File: src/logic/mrb_pkg.sv
`default_nettype none
package mrb_pkg;
	localparam int          NUM_REGIONS   = 16;
	localparam logic [7:0]  OFS_SELECT    = 8'h00;
	localparam logic [7:0]  OFS_BASE      = 8'h04;
	localparam logic [7:0]  OFS_ATTR      = 8'h08;
	localparam logic [7:0]  OFS_FSTATUS   = 8'h0C;
	localparam logic [7:0]  OFS_FADDR     = 8'h10;
	localparam int          BASE_LSB      = 5;
	localparam int          VALID_BIT     = 4;
	localparam int          NOEXEC_BIT    = 28;
	localparam int          PERM_LSB      = 24;
	localparam int          SUBOFF_LSB    = 8;
	localparam int          SIZE_LSB      = 1;
	localparam int          ENABLE_BIT    = 0;
	localparam logic [31:0] ATTR_WMASK    = 32'h173FFF3F;
	localparam logic [4:0]  SIZE_MIN      = 5'h04;
	localparam logic [4:0]  SIZE_FULL     = 5'h1F;
	localparam logic [4:0]  SIZE_SUB_MIN  = 5'h07;
	localparam logic [7:0]  SELECT_RST    = 8'h00;
	localparam logic [31:0] ATTR_RST      = 32'h00000000;
	localparam logic [26:0] BASE_RST      = 27'h0000000;
	localparam int          FST_INSTR_BIT = 0;
	localparam int          FST_DATA_BIT  = 1;
	localparam int          FST_ADDR_BIT  = 7;

	typedef struct packed {
		logic        valid;
		logic [31:0] addr;
		logic        priv;
		logic        write;
		logic        fetch;
	} mrb_access_s;

	typedef struct packed {
		logic        addr_valid;
		logic        data_viol;
		logic        instr_viol;
	} mrb_fault_s;
endpackage : mrb_pkg
`default_nettype wire

File: src/logic/mrb_region_regs.sv
// Behaviour
// - base and attribute act on selected region
// - valid base write retargets the selector
// - invalid base write keeps selection, drops field
// - valid bit always reads zero
// - low base bits read the selector
// - base above N, reserved below read zero
// - 32-byte region base spans bits 31:5
// - 4-gigabyte region ignores base, covers all
// - base size-aligned; compare only bits above N
// - attributes high halfword, size/enables low
// - no-execute bit forbids instruction fetches
// - permission code sets read/write rights
// - type extension, cacheable, bufferable, shareable bits
// - subregion mask bit one disables subregion
// - region size is two to size plus one
// - permission code table decoding
// - violation raises fault and records cause
// - selector accepts only implemented region numbers
//
// The register offsets and register access over APB were left to the implementer.
`timescale 1ns/10ps
`default_nettype none
module mrb_region_regs
	import mrb_pkg::*;
(
	input  wire logic        pclk,          // Core clock
	input  wire logic        presetn,       // Async reset, active low
	input  wire logic        psel,          // APB select
	input  wire logic        penable,       // APB enable
	input  wire logic        pwrite,        // APB direction
	input  wire logic [7:0]  paddr,         // APB byte address
	input  wire logic [31:0] pwdata,        // APB write data
	input  wire logic [3:0]  pstrb,         // APB write strobes
	output logic      [31:0] prdata,        // APB read data
	output logic             pready,        // APB ready
	output logic             pslverr,       // APB error
	input  wire mrb_access_s access_req,    // Access to be checked
	output logic             access_fault,  // Violation pulse
	output mrb_fault_s       fault_status   // Sticky fault status
);
	logic [7:0]  region_selector_ff;
	logic [26:0] base_ff [NUM_REGIONS];
	logic [31:0] attr_ff [NUM_REGIONS];
	logic [31:0] prdata_ff;
	logic        pready_ff;
	logic        pslverr_ff;
	logic        fault_ff;
	mrb_fault_s  fst_ff;
	logic [31:0] faddr_ff;
	logic        nxt_fault;
	logic        nxt_instr;
	logic        nxt_data;
	logic        setup;
	logic        wr_done;
	logic        bad_strb;
	logic        mapped;
	logic [31:0] nxt_rdata;
	logic [3:0]  cur;

	// Address bits kept by a region of the given size; none for full map.
	function automatic logic [31:0] size_mask(input logic [4:0] size);
		logic [5:0] n;
		n = 6'(size) + 6'h01;
		if (size == SIZE_FULL)
			size_mask = 32'h00000000;
		else
			size_mask = 32'hFFFFFFFF << n;
	endfunction : size_mask

	function automatic logic perm_ok(input logic [2:0] code, input logic priv,
		input logic write);
		case (code)
			3'h0:    perm_ok = 1'b0;
			3'h1:    perm_ok = priv;
			3'h2:    perm_ok = priv | !write;
			3'h3:    perm_ok = 1'b1;
			3'h5:    perm_ok = priv & !write;
			3'h6:    perm_ok = !write;
			3'h7:    perm_ok = !write;
			default: perm_ok = 1'b0; // Reserved code: treated as no access.
		endcase
	endfunction : perm_ok

	assign cur      = region_selector_ff[3:0];
	assign setup    = psel & !penable;
	assign wr_done  = psel & penable & pready_ff & pwrite & !pslverr_ff;
	assign mapped   = (paddr == OFS_SELECT) || (paddr == OFS_BASE) ||
		(paddr == OFS_ATTR) || (paddr == OFS_FSTATUS) ||
		(paddr == OFS_FADDR);
	// Partial writes to the attribute word are refused rather than merged.
	assign bad_strb = pwrite && (paddr == OFS_ATTR) && (pstrb != 4'hF);

	always_comb begin
		nxt_rdata = 32'h00000000;
		case (paddr)
			OFS_SELECT:  nxt_rdata = {24'h000000, region_selector_ff};
			OFS_BASE:    nxt_rdata = ({base_ff[cur], 5'h00} &
				size_mask(attr_ff[cur][SIZE_LSB +: 5])) |
				{28'h0000000, cur};
			OFS_ATTR:    nxt_rdata = attr_ff[cur];
			OFS_FSTATUS: nxt_rdata = {24'h000000, fst_ff.addr_valid, 5'h00,
				fst_ff.data_viol, fst_ff.instr_viol};
			OFS_FADDR:   nxt_rdata = faddr_ff;
			default:     nxt_rdata = 32'h00000000;
		endcase
	end

	always_ff @(posedge pclk or negedge presetn) begin
		if (!presetn) begin
			prdata_ff  <= 32'h00000000;
			pready_ff  <= 1'b0;
			pslverr_ff <= 1'b0;
		end else begin
			pready_ff  <= setup;
			pslverr_ff <= setup & (!mapped | bad_strb);
			if (setup && !pwrite)
				prdata_ff <= nxt_rdata;
		end
	end

	always_ff @(posedge pclk or negedge presetn) begin
		if (!presetn) begin
			region_selector_ff <= SELECT_RST;
		end else if (wr_done && paddr == OFS_SELECT) begin
			if (pwdata[7:0] < 8'(NUM_REGIONS))
				region_selector_ff <= pwdata[7:0];
		end else if (wr_done && paddr == OFS_BASE && pwdata[VALID_BIT]) begin
			region_selector_ff <= {4'h0, pwdata[3:0]};
		end
	end

	always_ff @(posedge pclk or negedge presetn) begin
		if (!presetn) begin
			for (int i = 0; i < NUM_REGIONS; i++) begin
				base_ff[i] <= BASE_RST;
				attr_ff[i] <= ATTR_RST;
			end
		end else if (wr_done) begin
			if (paddr == OFS_BASE) begin
				if (pwdata[VALID_BIT])
					base_ff[pwdata[3:0]] <= pwdata[31:BASE_LSB];
				else
					base_ff[cur] <= pwdata[31:BASE_LSB];
			end
			if (paddr == OFS_ATTR)
				attr_ff[cur] <= pwdata & ATTR_WMASK;
		end
	end

	// Highest numbered matching region wins, as overlapping regions expect.
	always_comb begin
		logic [31:0] m;
		logic [4:0]  sz;
		logic [31:0] a;
		logic [2:0]  sub;
		logic [5:0]  sh;
		logic        hit;
		logic        xn;
		logic [2:0]  code;
		m    = 32'h00000000;
		sz   = 5'h00;
		a    = 32'h00000000;
		sub  = 3'h0;
		sh   = 6'h00;
		hit  = 1'b0;
		xn   = 1'b0;
		code = 3'h0;
		for (int i = 0; i < NUM_REGIONS; i++) begin
			a  = attr_ff[i];
			sz = a[SIZE_LSB +: 5];
			m  = size_mask(sz);
			sh = 6'(sz) - 6'h02;
			sub = 3'(access_req.addr >> sh);
			// Sizes below the minimum are never matched.
			if (a[ENABLE_BIT] && sz >= SIZE_MIN &&
				((access_req.addr & m) == ({base_ff[i], 5'h00} & m)) &&
				!(sz >= SIZE_SUB_MIN && a[SUBOFF_LSB + 32'(sub)])) begin
				hit  = 1'b1;
				xn   = a[NOEXEC_BIT];
				code = a[PERM_LSB +: 3];
			end
		end
		nxt_instr = access_req.valid & hit & access_req.fetch &
			(xn | !perm_ok(code, access_req.priv, 1'b0));
		nxt_data  = access_req.valid & hit & !access_req.fetch &
			!perm_ok(code, access_req.priv, access_req.write);
		nxt_fault = nxt_instr | nxt_data;
	end

	always_ff @(posedge pclk or negedge presetn) begin
		if (!presetn) begin
			fault_ff <= 1'b0;
			fst_ff   <= '0;
			faddr_ff <= 32'h00000000;
		end else begin
			fault_ff <= nxt_fault;
			// Write one to clear; a fault in the same cycle wins.
			if (wr_done && paddr == OFS_FSTATUS) begin
				if (pwdata[FST_INSTR_BIT])
					fst_ff.instr_viol <= 1'b0;
				if (pwdata[FST_DATA_BIT])
					fst_ff.data_viol <= 1'b0;
				if (pwdata[FST_ADDR_BIT])
					fst_ff.addr_valid <= 1'b0;
			end
			if (nxt_instr)
				fst_ff.instr_viol <= 1'b1;
			if (nxt_data) begin
				fst_ff.data_viol  <= 1'b1;
				fst_ff.addr_valid <= 1'b1;
				faddr_ff          <= access_req.addr;
			end
		end
	end

	assign prdata       = prdata_ff;
	assign pready       = pready_ff;
	assign pslverr      = pslverr_ff;
	assign access_fault = fault_ff;
	assign fault_status = fst_ff;
endmodule : mrb_region_regs
`default_nettype wire

File: config.mk
export PLATFORM = sky130hd
export DESIGN_NAME = mrb_region_regs
export DESIGN_NICKNAME = d
export VERILOG_FILES = /design/src/logic/mrb_pkg.sv /design/src/logic/mrb_region_regs.sv
export SDC_FILE = /design/constraint.sdc
export NUM_CORES = 2
export LEC_CHECK = 0
export ABC_AREA = 1
export BUFFER_PORTS_ARGS = -buffer_cell sky130_fd_sc_hd__buf_4
export CAP_MARGIN = 20
export CORE_AREA = 2 2 401 403
export CTS_CLUSTER_DIAMETER = 200
export DETAILED_ROUTE_END_ITERATION = 8
export DIE_AREA = 0 0 403 405
export HOLD_SLACK_MARGIN = 0.1
export PLACE_DENSITY = 0.61
export SLEW_MARGIN = 0
export SYNTH_ARGS = -nofsm -noshare
export SYNTH_HDL_FRONTEND = slang
export SYNTH_SLANG_ARGS = --single-unit
File: constraint.sdc
create_clock -name pclk -period 3.7 [get_ports pclk]
set_input_delay 0.74 -clock pclk [delete_from_list [all_inputs] [get_ports pclk]]
set_output_delay 0.74 -clock pclk [all_outputs]
set_load 0.02 [all_outputs]
### Yosys cells after proc, flatten, opt, wreduce, memory -nomap -nowiden

Index checks and enable logic that the tools add are counted.

| cells by class | value |
|---|---|
| $add $sub $neg | 49 |
| order comparisons | 53 |
| equal/unequal tests | 45 |
| shift-type cells | 33 |
| mux-type cells | 126 |
| bitwise logic cells | 52 |
| reductions and logical operators | 117 |

Operators by type and width:

| operator | count |
|---|---|
| $and A32 B32 Y32 | 33 |
| $bwmux W432 | 2 |
| $mux W32 | 21 |
| $shl A32 B6 Y32 const A | 17 |
| $bwmux W512 | 1 |
| $eq A32 B32 Y1 | 16 |
| $shr A32 B6 Y3 | 16 |
| $mux W432 | 1 |
| $demux W27 S4 | 2 |
| $ge A5 B3 Y1 const B | 32 |
| $pmux W32 S5 | 1 |
| $bmux W32 S4 | 1 |
| $demux W32 S4 | 1 |
| $bmux W27 S4 | 1 |
| $mux W27 | 4 |
| $add A5 B1 Y6 const B | 17 |
| $lt A5 B6 Y1 const B | 16 |
| $sub A5 B2 Y6 const B | 16 |
| $eq A5 B5 Y1 const B | 17 |
| $add A4 B3 Y5 const A | 16 |
| $bmux W1 S5 | 16 |
| $logic_and A1 B1 Y1 | 73 |
| $mux W1 | 52 |
| $mux W3 | 17 |
| other kinds (26) | 86 |

| word-level totals | value |
|---|---|
| bits in registers | 1022 |
| output and inout bits | 38 |

### Logic depth before layout (Yosys ltp)

| depth | value |
|---|---|
| word-level depth | 32 |
| gate-level depth with buffers | 40 |
| mapped depth without buffers | 38 |

### Least setup slack after synthesis

No wires, ideal clock.

| path | value |
|---|---|
| path kind | register to register |
| from | reg attr_ff[194] in the netlist's numbering |
| to | reg faddr_ff[4] |
| arrival | 3800 ps |
| slack | -216 ps |
| stages on the path, launching flop included | 26 |
| path through | dfrtp_1 inv_2 buf_1 ha_1 clkbuf_1 nor2_1 inv_1 or2_0 nand3_1 nand3_1 nand2_1 nand2_2 inv_2 nand2_1 nand3_1 o21ai_1 nand3_1 o211ai_2 nand2_2 nand2_2 or4_1 o21ai_2 nor2_4 buf_2 nand3_1 nand2_2 |

| on the way | value |
|---|---|
| cells in the longest elaborated chain, start to end | 20 |
| elaborated cells on any way between the ends | 45 |
| classes of those cells | 3 x add/sub; 2 x order compare; 8 x eq/ne; 2 x shift; 18 x mux; 5 x bitwise; 7 x reduce/logical |

Ends and longest elaborated chain:

| what | RTL line | RTL |
|---|---|---|
| from (decl) | mrb_region_regs.sv:44 | `logic [31:0] attr_ff [NUM_REGIONS];` |
| from (signal, indexed assignment) | mrb_region_regs.sv:147 | `attr_ff[cur] <= pwdata & ATTR_WMASK;` |
| $sub A5 B2 Y6 | mrb_region_regs.sv:173 | `sh = 6'(sz) - 6'h02;` |
| $shr A32 B6 Y3 | mrb_region_regs.sv:174 | `sub = 3'(access_req.addr >> sh);` |
| $add A4 B3 Y5 | mrb_region_regs.sv:178 | `!(sz >= SIZE_SUB_MIN && a[SUBOFF_LSB + 32'(sub)])) begin` |
| $bmux W1 S5 | mrb_region_regs.sv:178 |  |
| $mux W1 (not written as such) | mrb_region_regs.sv:178 |  |
| $logic_and A1 B1 Y1 | mrb_region_regs.sv:178 |  |
| $logic_not A1 Y1 | mrb_region_regs.sv:178 |  |
| $logic_and A1 B1 Y1 * | mrb_region_regs.sv:177 | `((access_req.addr & m) == ({base_ff[i], 5'h00} & m)) &&` |
| $mux W3 (7 in series) | mrb_region_regs.sv:176 | `if (a[ENABLE_BIT] && sz >= SIZE_MIN &&` |
| $eq A3 B3 Y1 | mrb_region_regs.sv:73 | `case (code)` |
| $reduce_or A2 Y1 (no line) | -- |  |
| $pmux W1 S5 | mrb_region_regs.sv:73 |  |
| $logic_not A1 Y1 | mrb_region_regs.sv:187 | `!perm_ok(code, access_req.priv, access_req.write);` |
| $and A1 B1 Y1 * | mrb_region_regs.sv:186 | `nxt_data = access_req.valid & hit & !access_req.fetch &` |
| to (signal assigned) | mrb_region_regs.sv:212 | `faddr_ff <= access_req.addr;` |
| to (decl) | mrb_region_regs.sv:50 | `logic [31:0] faddr_ff;` |

Every way passes the cells marked *; elsewhere a longest branch is shown, timed or not. The select of a mux whose other input is x is not followed.
A chain may end at the register's enable or synchronous reset.

### Worst setup path in the final report

| path | value |
|---|---|
| from | reg attr_ff[161] in the netlist's numbering |
| to | reg faddr_ff[9] |

| on the way | value |
|---|---|
| cells in the longest elaborated chain, start to end | 19 |
| elaborated cells on any way between the ends | 43 |
| classes of those cells | 3 x add/sub; 2 x order compare; 8 x eq/ne; 2 x shift; 16 x mux; 5 x bitwise; 7 x reduce/logical |

Ends and longest elaborated chain:

| what | RTL line |
|---|---|
| $sub A5 B2 Y6 | mrb_region_regs.sv:173 |
| $shr A32 B6 Y3 | mrb_region_regs.sv:174 |
| $add A4 B3 Y5 | mrb_region_regs.sv:178 |
| $bmux W1 S5 | mrb_region_regs.sv:178 |
| $mux W1 (not written as such) | mrb_region_regs.sv:178 |
| $logic_and A1 B1 Y1 | mrb_region_regs.sv:178 |
| $logic_not A1 Y1 | mrb_region_regs.sv:178 |
| $logic_and A1 B1 Y1 * | mrb_region_regs.sv:177 |
| $mux W3 (6 in series) | mrb_region_regs.sv:176 |
| $eq A3 B3 Y1 | mrb_region_regs.sv:73 |
| $reduce_or A2 Y1 (no line) | -- |
| $pmux W1 S5 | mrb_region_regs.sv:73 |
| $logic_not A1 Y1 | mrb_region_regs.sv:187 |
| $and A1 B1 Y1 * | mrb_region_regs.sv:186 |

Marked as above.

==> flow_summary.toml <==
[die]
chipHeight_um = 405
coreArea_mm2 = 0.159
die_area_mm2 = 0.163
ios = 123
rows = 147
initial_core_util = 0.407
die_w_um = 403

[layout]
nets = 10800
regArea_mm2 = 0.0224
multi_input_area_mm2 = 0.0389
final_cells = 12800
fin_util = 0.551
syn_to_final_growth_pct = 35.5
drive_above_1_share = 0.258
finalInstanceArea_mm2 = 0.0878
fillers = 15300

[worst_setup_path]
cp_common_cell = "buf_4"
cp_cell_sequence = "buf_4 -> buf_12 -> o21ai_0 -> o21ai_0 -> o21bai_1 -> o2111ai_1 -> o311ai_0 -> nand2_1 -> buf_4 -> nand2_1 -> nand3_1 -> nand3_2 -> nand2_2 -> buf_6 -> nand2_4 -> buf_4 -> or4_4 -> o21ai_4 -> nor2_4 -> buf_4 -> buf_12 -> nand2_4 -> nand2_2 -> nand2_2"
critPathArrivalTime_ns = 5.13
critical_path_class = "flop to flop"
r2r-start = "attr_ff[161]"
crit_buf_inv = 7
crit_fanout = 25
crit_required_ns = 4.41
cp-startpoint = "attr_ff[161]"
cp-start-kind = "flop"
slowest_delay_ns = 0.52
critPathTopFamily = "simple AND/OR/NAND/NOR gates"
crit_path_end_kind = "flop"
slowest_stage = "or4_4"

[route]
routed-wl-met2_mm = 160
drtIter0Drc = 12200
routed-wl-met3_mm = 57.7
top_layer = "met5"
met1Wirelength_mm = 148
drc = 0
dr_total_vias = 80600
viasPerCell = 6.28
drt-total-wl_mm = 405
drtAntennaViolNets = 0
wl_per_cell_um = 31.5
first_pass_iters = 9

[clocking]
cts_tree = "built"
numCtsBuffers = 106
htree_levels = 3
clk_path_buf_depth = 3
clock_latency_ns = 0.78
cts.reportedPaths.clkPinSlew_ns = 0.07
clock_tree.root_cell = "clkbuf_16"
clock_sinks = 894

[synthesis]
syn_area_per_cell_um2 = 7.01
ys_warn_count = 0
synth_cells = 9236
synth-main-ff-cell = "dfrtp_1"
ys_seq_area_frac = 0.345
async_flop_share = 1.00
synth_edf_count = 0
synth_area_mm2 = 0.0648
ys_ff_latch = 894
ys_types = 74
syn-num-nets = 9453

[placed_design]
hpwl_mm = 299
place_inst = 12500
place_congestion = 1.12
dpl-instance-area_mm2 = 0.0811
portBuffers = 122

[worst_hold_path]
hp-class = "input port to flop"
min-delay-start = "penable"

[power]
sw_frac_of_total = 0.286
power.density_mw_per_mm2 = 278
leakagePower_nw = 39.5
pwr-share-seq = 0.402
share_comb_of_total_power = 0.125
p_clk_frac = 0.473
switchingPower_mw = 6.97
fin_total_pwr_mw = 24.4
intPower_mw = 17.4
max-vdd-ir-drop_mv = 0.390

[grt]
grt_max_degree = 98
grt_use_total = 0.482
grt_antenna_before_repair = 42
overflow = 0
grt_pass1_wl_mm = 562
grt_pass1_vias = 74900

[sta]
slew_violations = 0
min_period_over_period = 1.20
setup_slack_ns = -0.724
fmax_ghz = 0.226
finalSetupViolCount = 43
tightest_slew_ns = 1.11
rsz0062_at_grt = "yes"
final.setup.tns_ns = -23.91
max-slew-margin-rel = 0.258
skew_ns = 0.0388
period_minus_slack_ns = 4.42
hold_viol_final = 0

[outcome]
outcome = "complete, but fails checks"
violations = "setup timing"

[run]
maxCapViolCount = 0
-- Yosys cell counts (6+ instances only) --
library cell / count / area share
inv_1: 512 / 0.030
nand3b_1: 14 / 0.0016
a31oi_1: 49 / 0.0047
clkinv_1: 6 / 0.00035
nor2_2: 15 / 0.0014
inv_2: 71 / 0.0041
o22ai_1: 293 / 0.028
dfrtp_1: 894 / 0.35
nand3_1: 660 / 0.051
a211oi_1: 10 / 0.0012
a22oi_1: 60 / 0.0070
or2_0: 6 / 0.00058
o21a_1: 9 / 0.0010
nand2_1: 2074 / 0.12
xor2_2: 6 / 0.0015
nand2_2: 80 / 0.0077
a21oi_1: 435 / 0.034
buf_4: 49 / 0.0057
nand4_1: 79 / 0.0076
o31ai_1: 27 / 0.0031
or2_2: 20 / 0.0019
xnor2_1: 92 / 0.012
o21ai_0: 1738 / 0.13
o211ai_1: 171 / 0.020
buf_1: 52 / 0.0030
o21ai_1: 90 / 0.0070
o221ai_1: 40 / 0.0054
ha_1: 132 / 0.025
xor2_1: 296 / 0.040
o311ai_0: 10 / 0.0014
buf_2: 179 / 0.014
a41oi_1: 10 / 0.0014
nor4_1: 13 / 0.0013
nor2_1: 435 / 0.025
buf_6: 29 / 0.0050
xnor2_2: 8 / 0.0020
clkbuf_1: 412 / 0.024
o2111ai_1: 25 / 0.0034
nor3_1: 36 / 0.0028
o41ai_1: 7 / 0.00095
a221oi_1: 17 / 0.0023
-- state kept, by name, indices dropped and copies added, names as in the netlist --
signal,flops
pready,1
faddr_ff,32
prdata,32
base_ff,432
pslverr,1
region_selector_ff,8
fault_status,3
access_fault,1
attr_ff,384
-- final timing paths --
check / cells past startpoint / to / slack (ns)
hold reg to reg: 2 / attr_ff[236] / 0.49
hold / removal: 2 / pready / 0.18
min in group asynchronous: 2 / base_ff[131] / 0.69
setup / recovery: 24 / faddr_ff[9] / -0.72
max in group asynchronous: 4 / base_ff[32] / 1.84
setup reg to reg: 24 / faddr_ff[9] / -0.72
-- repair_timing --
item / in CTS / in global routing
pin swaps: 105 / 41
gates cloned: 11 / 1
resized for setup: 467 / 116
setup buffers: 52 / 11
setup endpoints to repair: 60 / 63
endpoints found under the hold margin: 9 / 0
hold buffers: 1 / 0
-- metrics by stage --
stage | hold WS (ns) | setup WS (ns)
after floorplan | 0.442 | 0.00220
after global placement | 0.464 | -1.24
after detailed placement | 0.466 | -1.19
after CTS | 0.163 | -0.526
after global routing | 0.193 | -0.847
final | 0.184 | -0.724
-- cell families after synthesis --
family | synth area share
adder cells (fa/ha/maj) | 0.0255
AND/OR/NAND/NOR | 0.224
AO/OA/AOI/OAI | 0.262
flip-flops | 0.345
XOR/XNOR | 0.0564
buffers and inverters | 0.0866
-- metal layers --
metal | global-route usage | vias to the layer above
met5 | 0 | -
met4 | 0.383 | 29
met3 | 0.172 | 1652
met2 | 0.670 | 6102
met1 | 0.601 | 38300
li1 | - | 34500
-- final cells by class --
type,instances,area share
clock inverters,56,0.00884
repair buffers,1998,0.203
clock buffers,144,0.0341
inverters,590,0.0257
flip-flops and latches,894,0.255
multi-input cells,7035,0.443
diodes,31,0.000884
well taps,2086,0.0297
-- layout by cell type, fill, tap and decap left out, types with 48 or more instances in the layout --
cell and instances:
clkbuf_16 107, xnor2_1 90, o22ai_1 287, a31oi_1 48
ha_1 73, nor2_1 391, buf_4 1740, dfrtp_1 880
o211ai_1 171, o21ai_1 144, inv_1 485, xor2_1 296
inv_2 89, nand4_1 79, buf_12 198, a21oi_1 419
o21ai_0 1660, nand3_1 608, a22oi_1 60, nand2_2 126
nand2_1 2005
-- power groups by stage --
stage                     Combinational, mW  Sequential (mW)  Clock, mW
after floorplan                       0.924             9.99          0
after global placement                 2.84             9.99          0
after detailed placement               2.84             9.99          0
after CTS                              2.86             9.81       11.5
after global routing                   3.05             9.81       11.9
final                                  3.05             9.81       11.5
No activity file was read; power rests on OpenSTA's default activity.
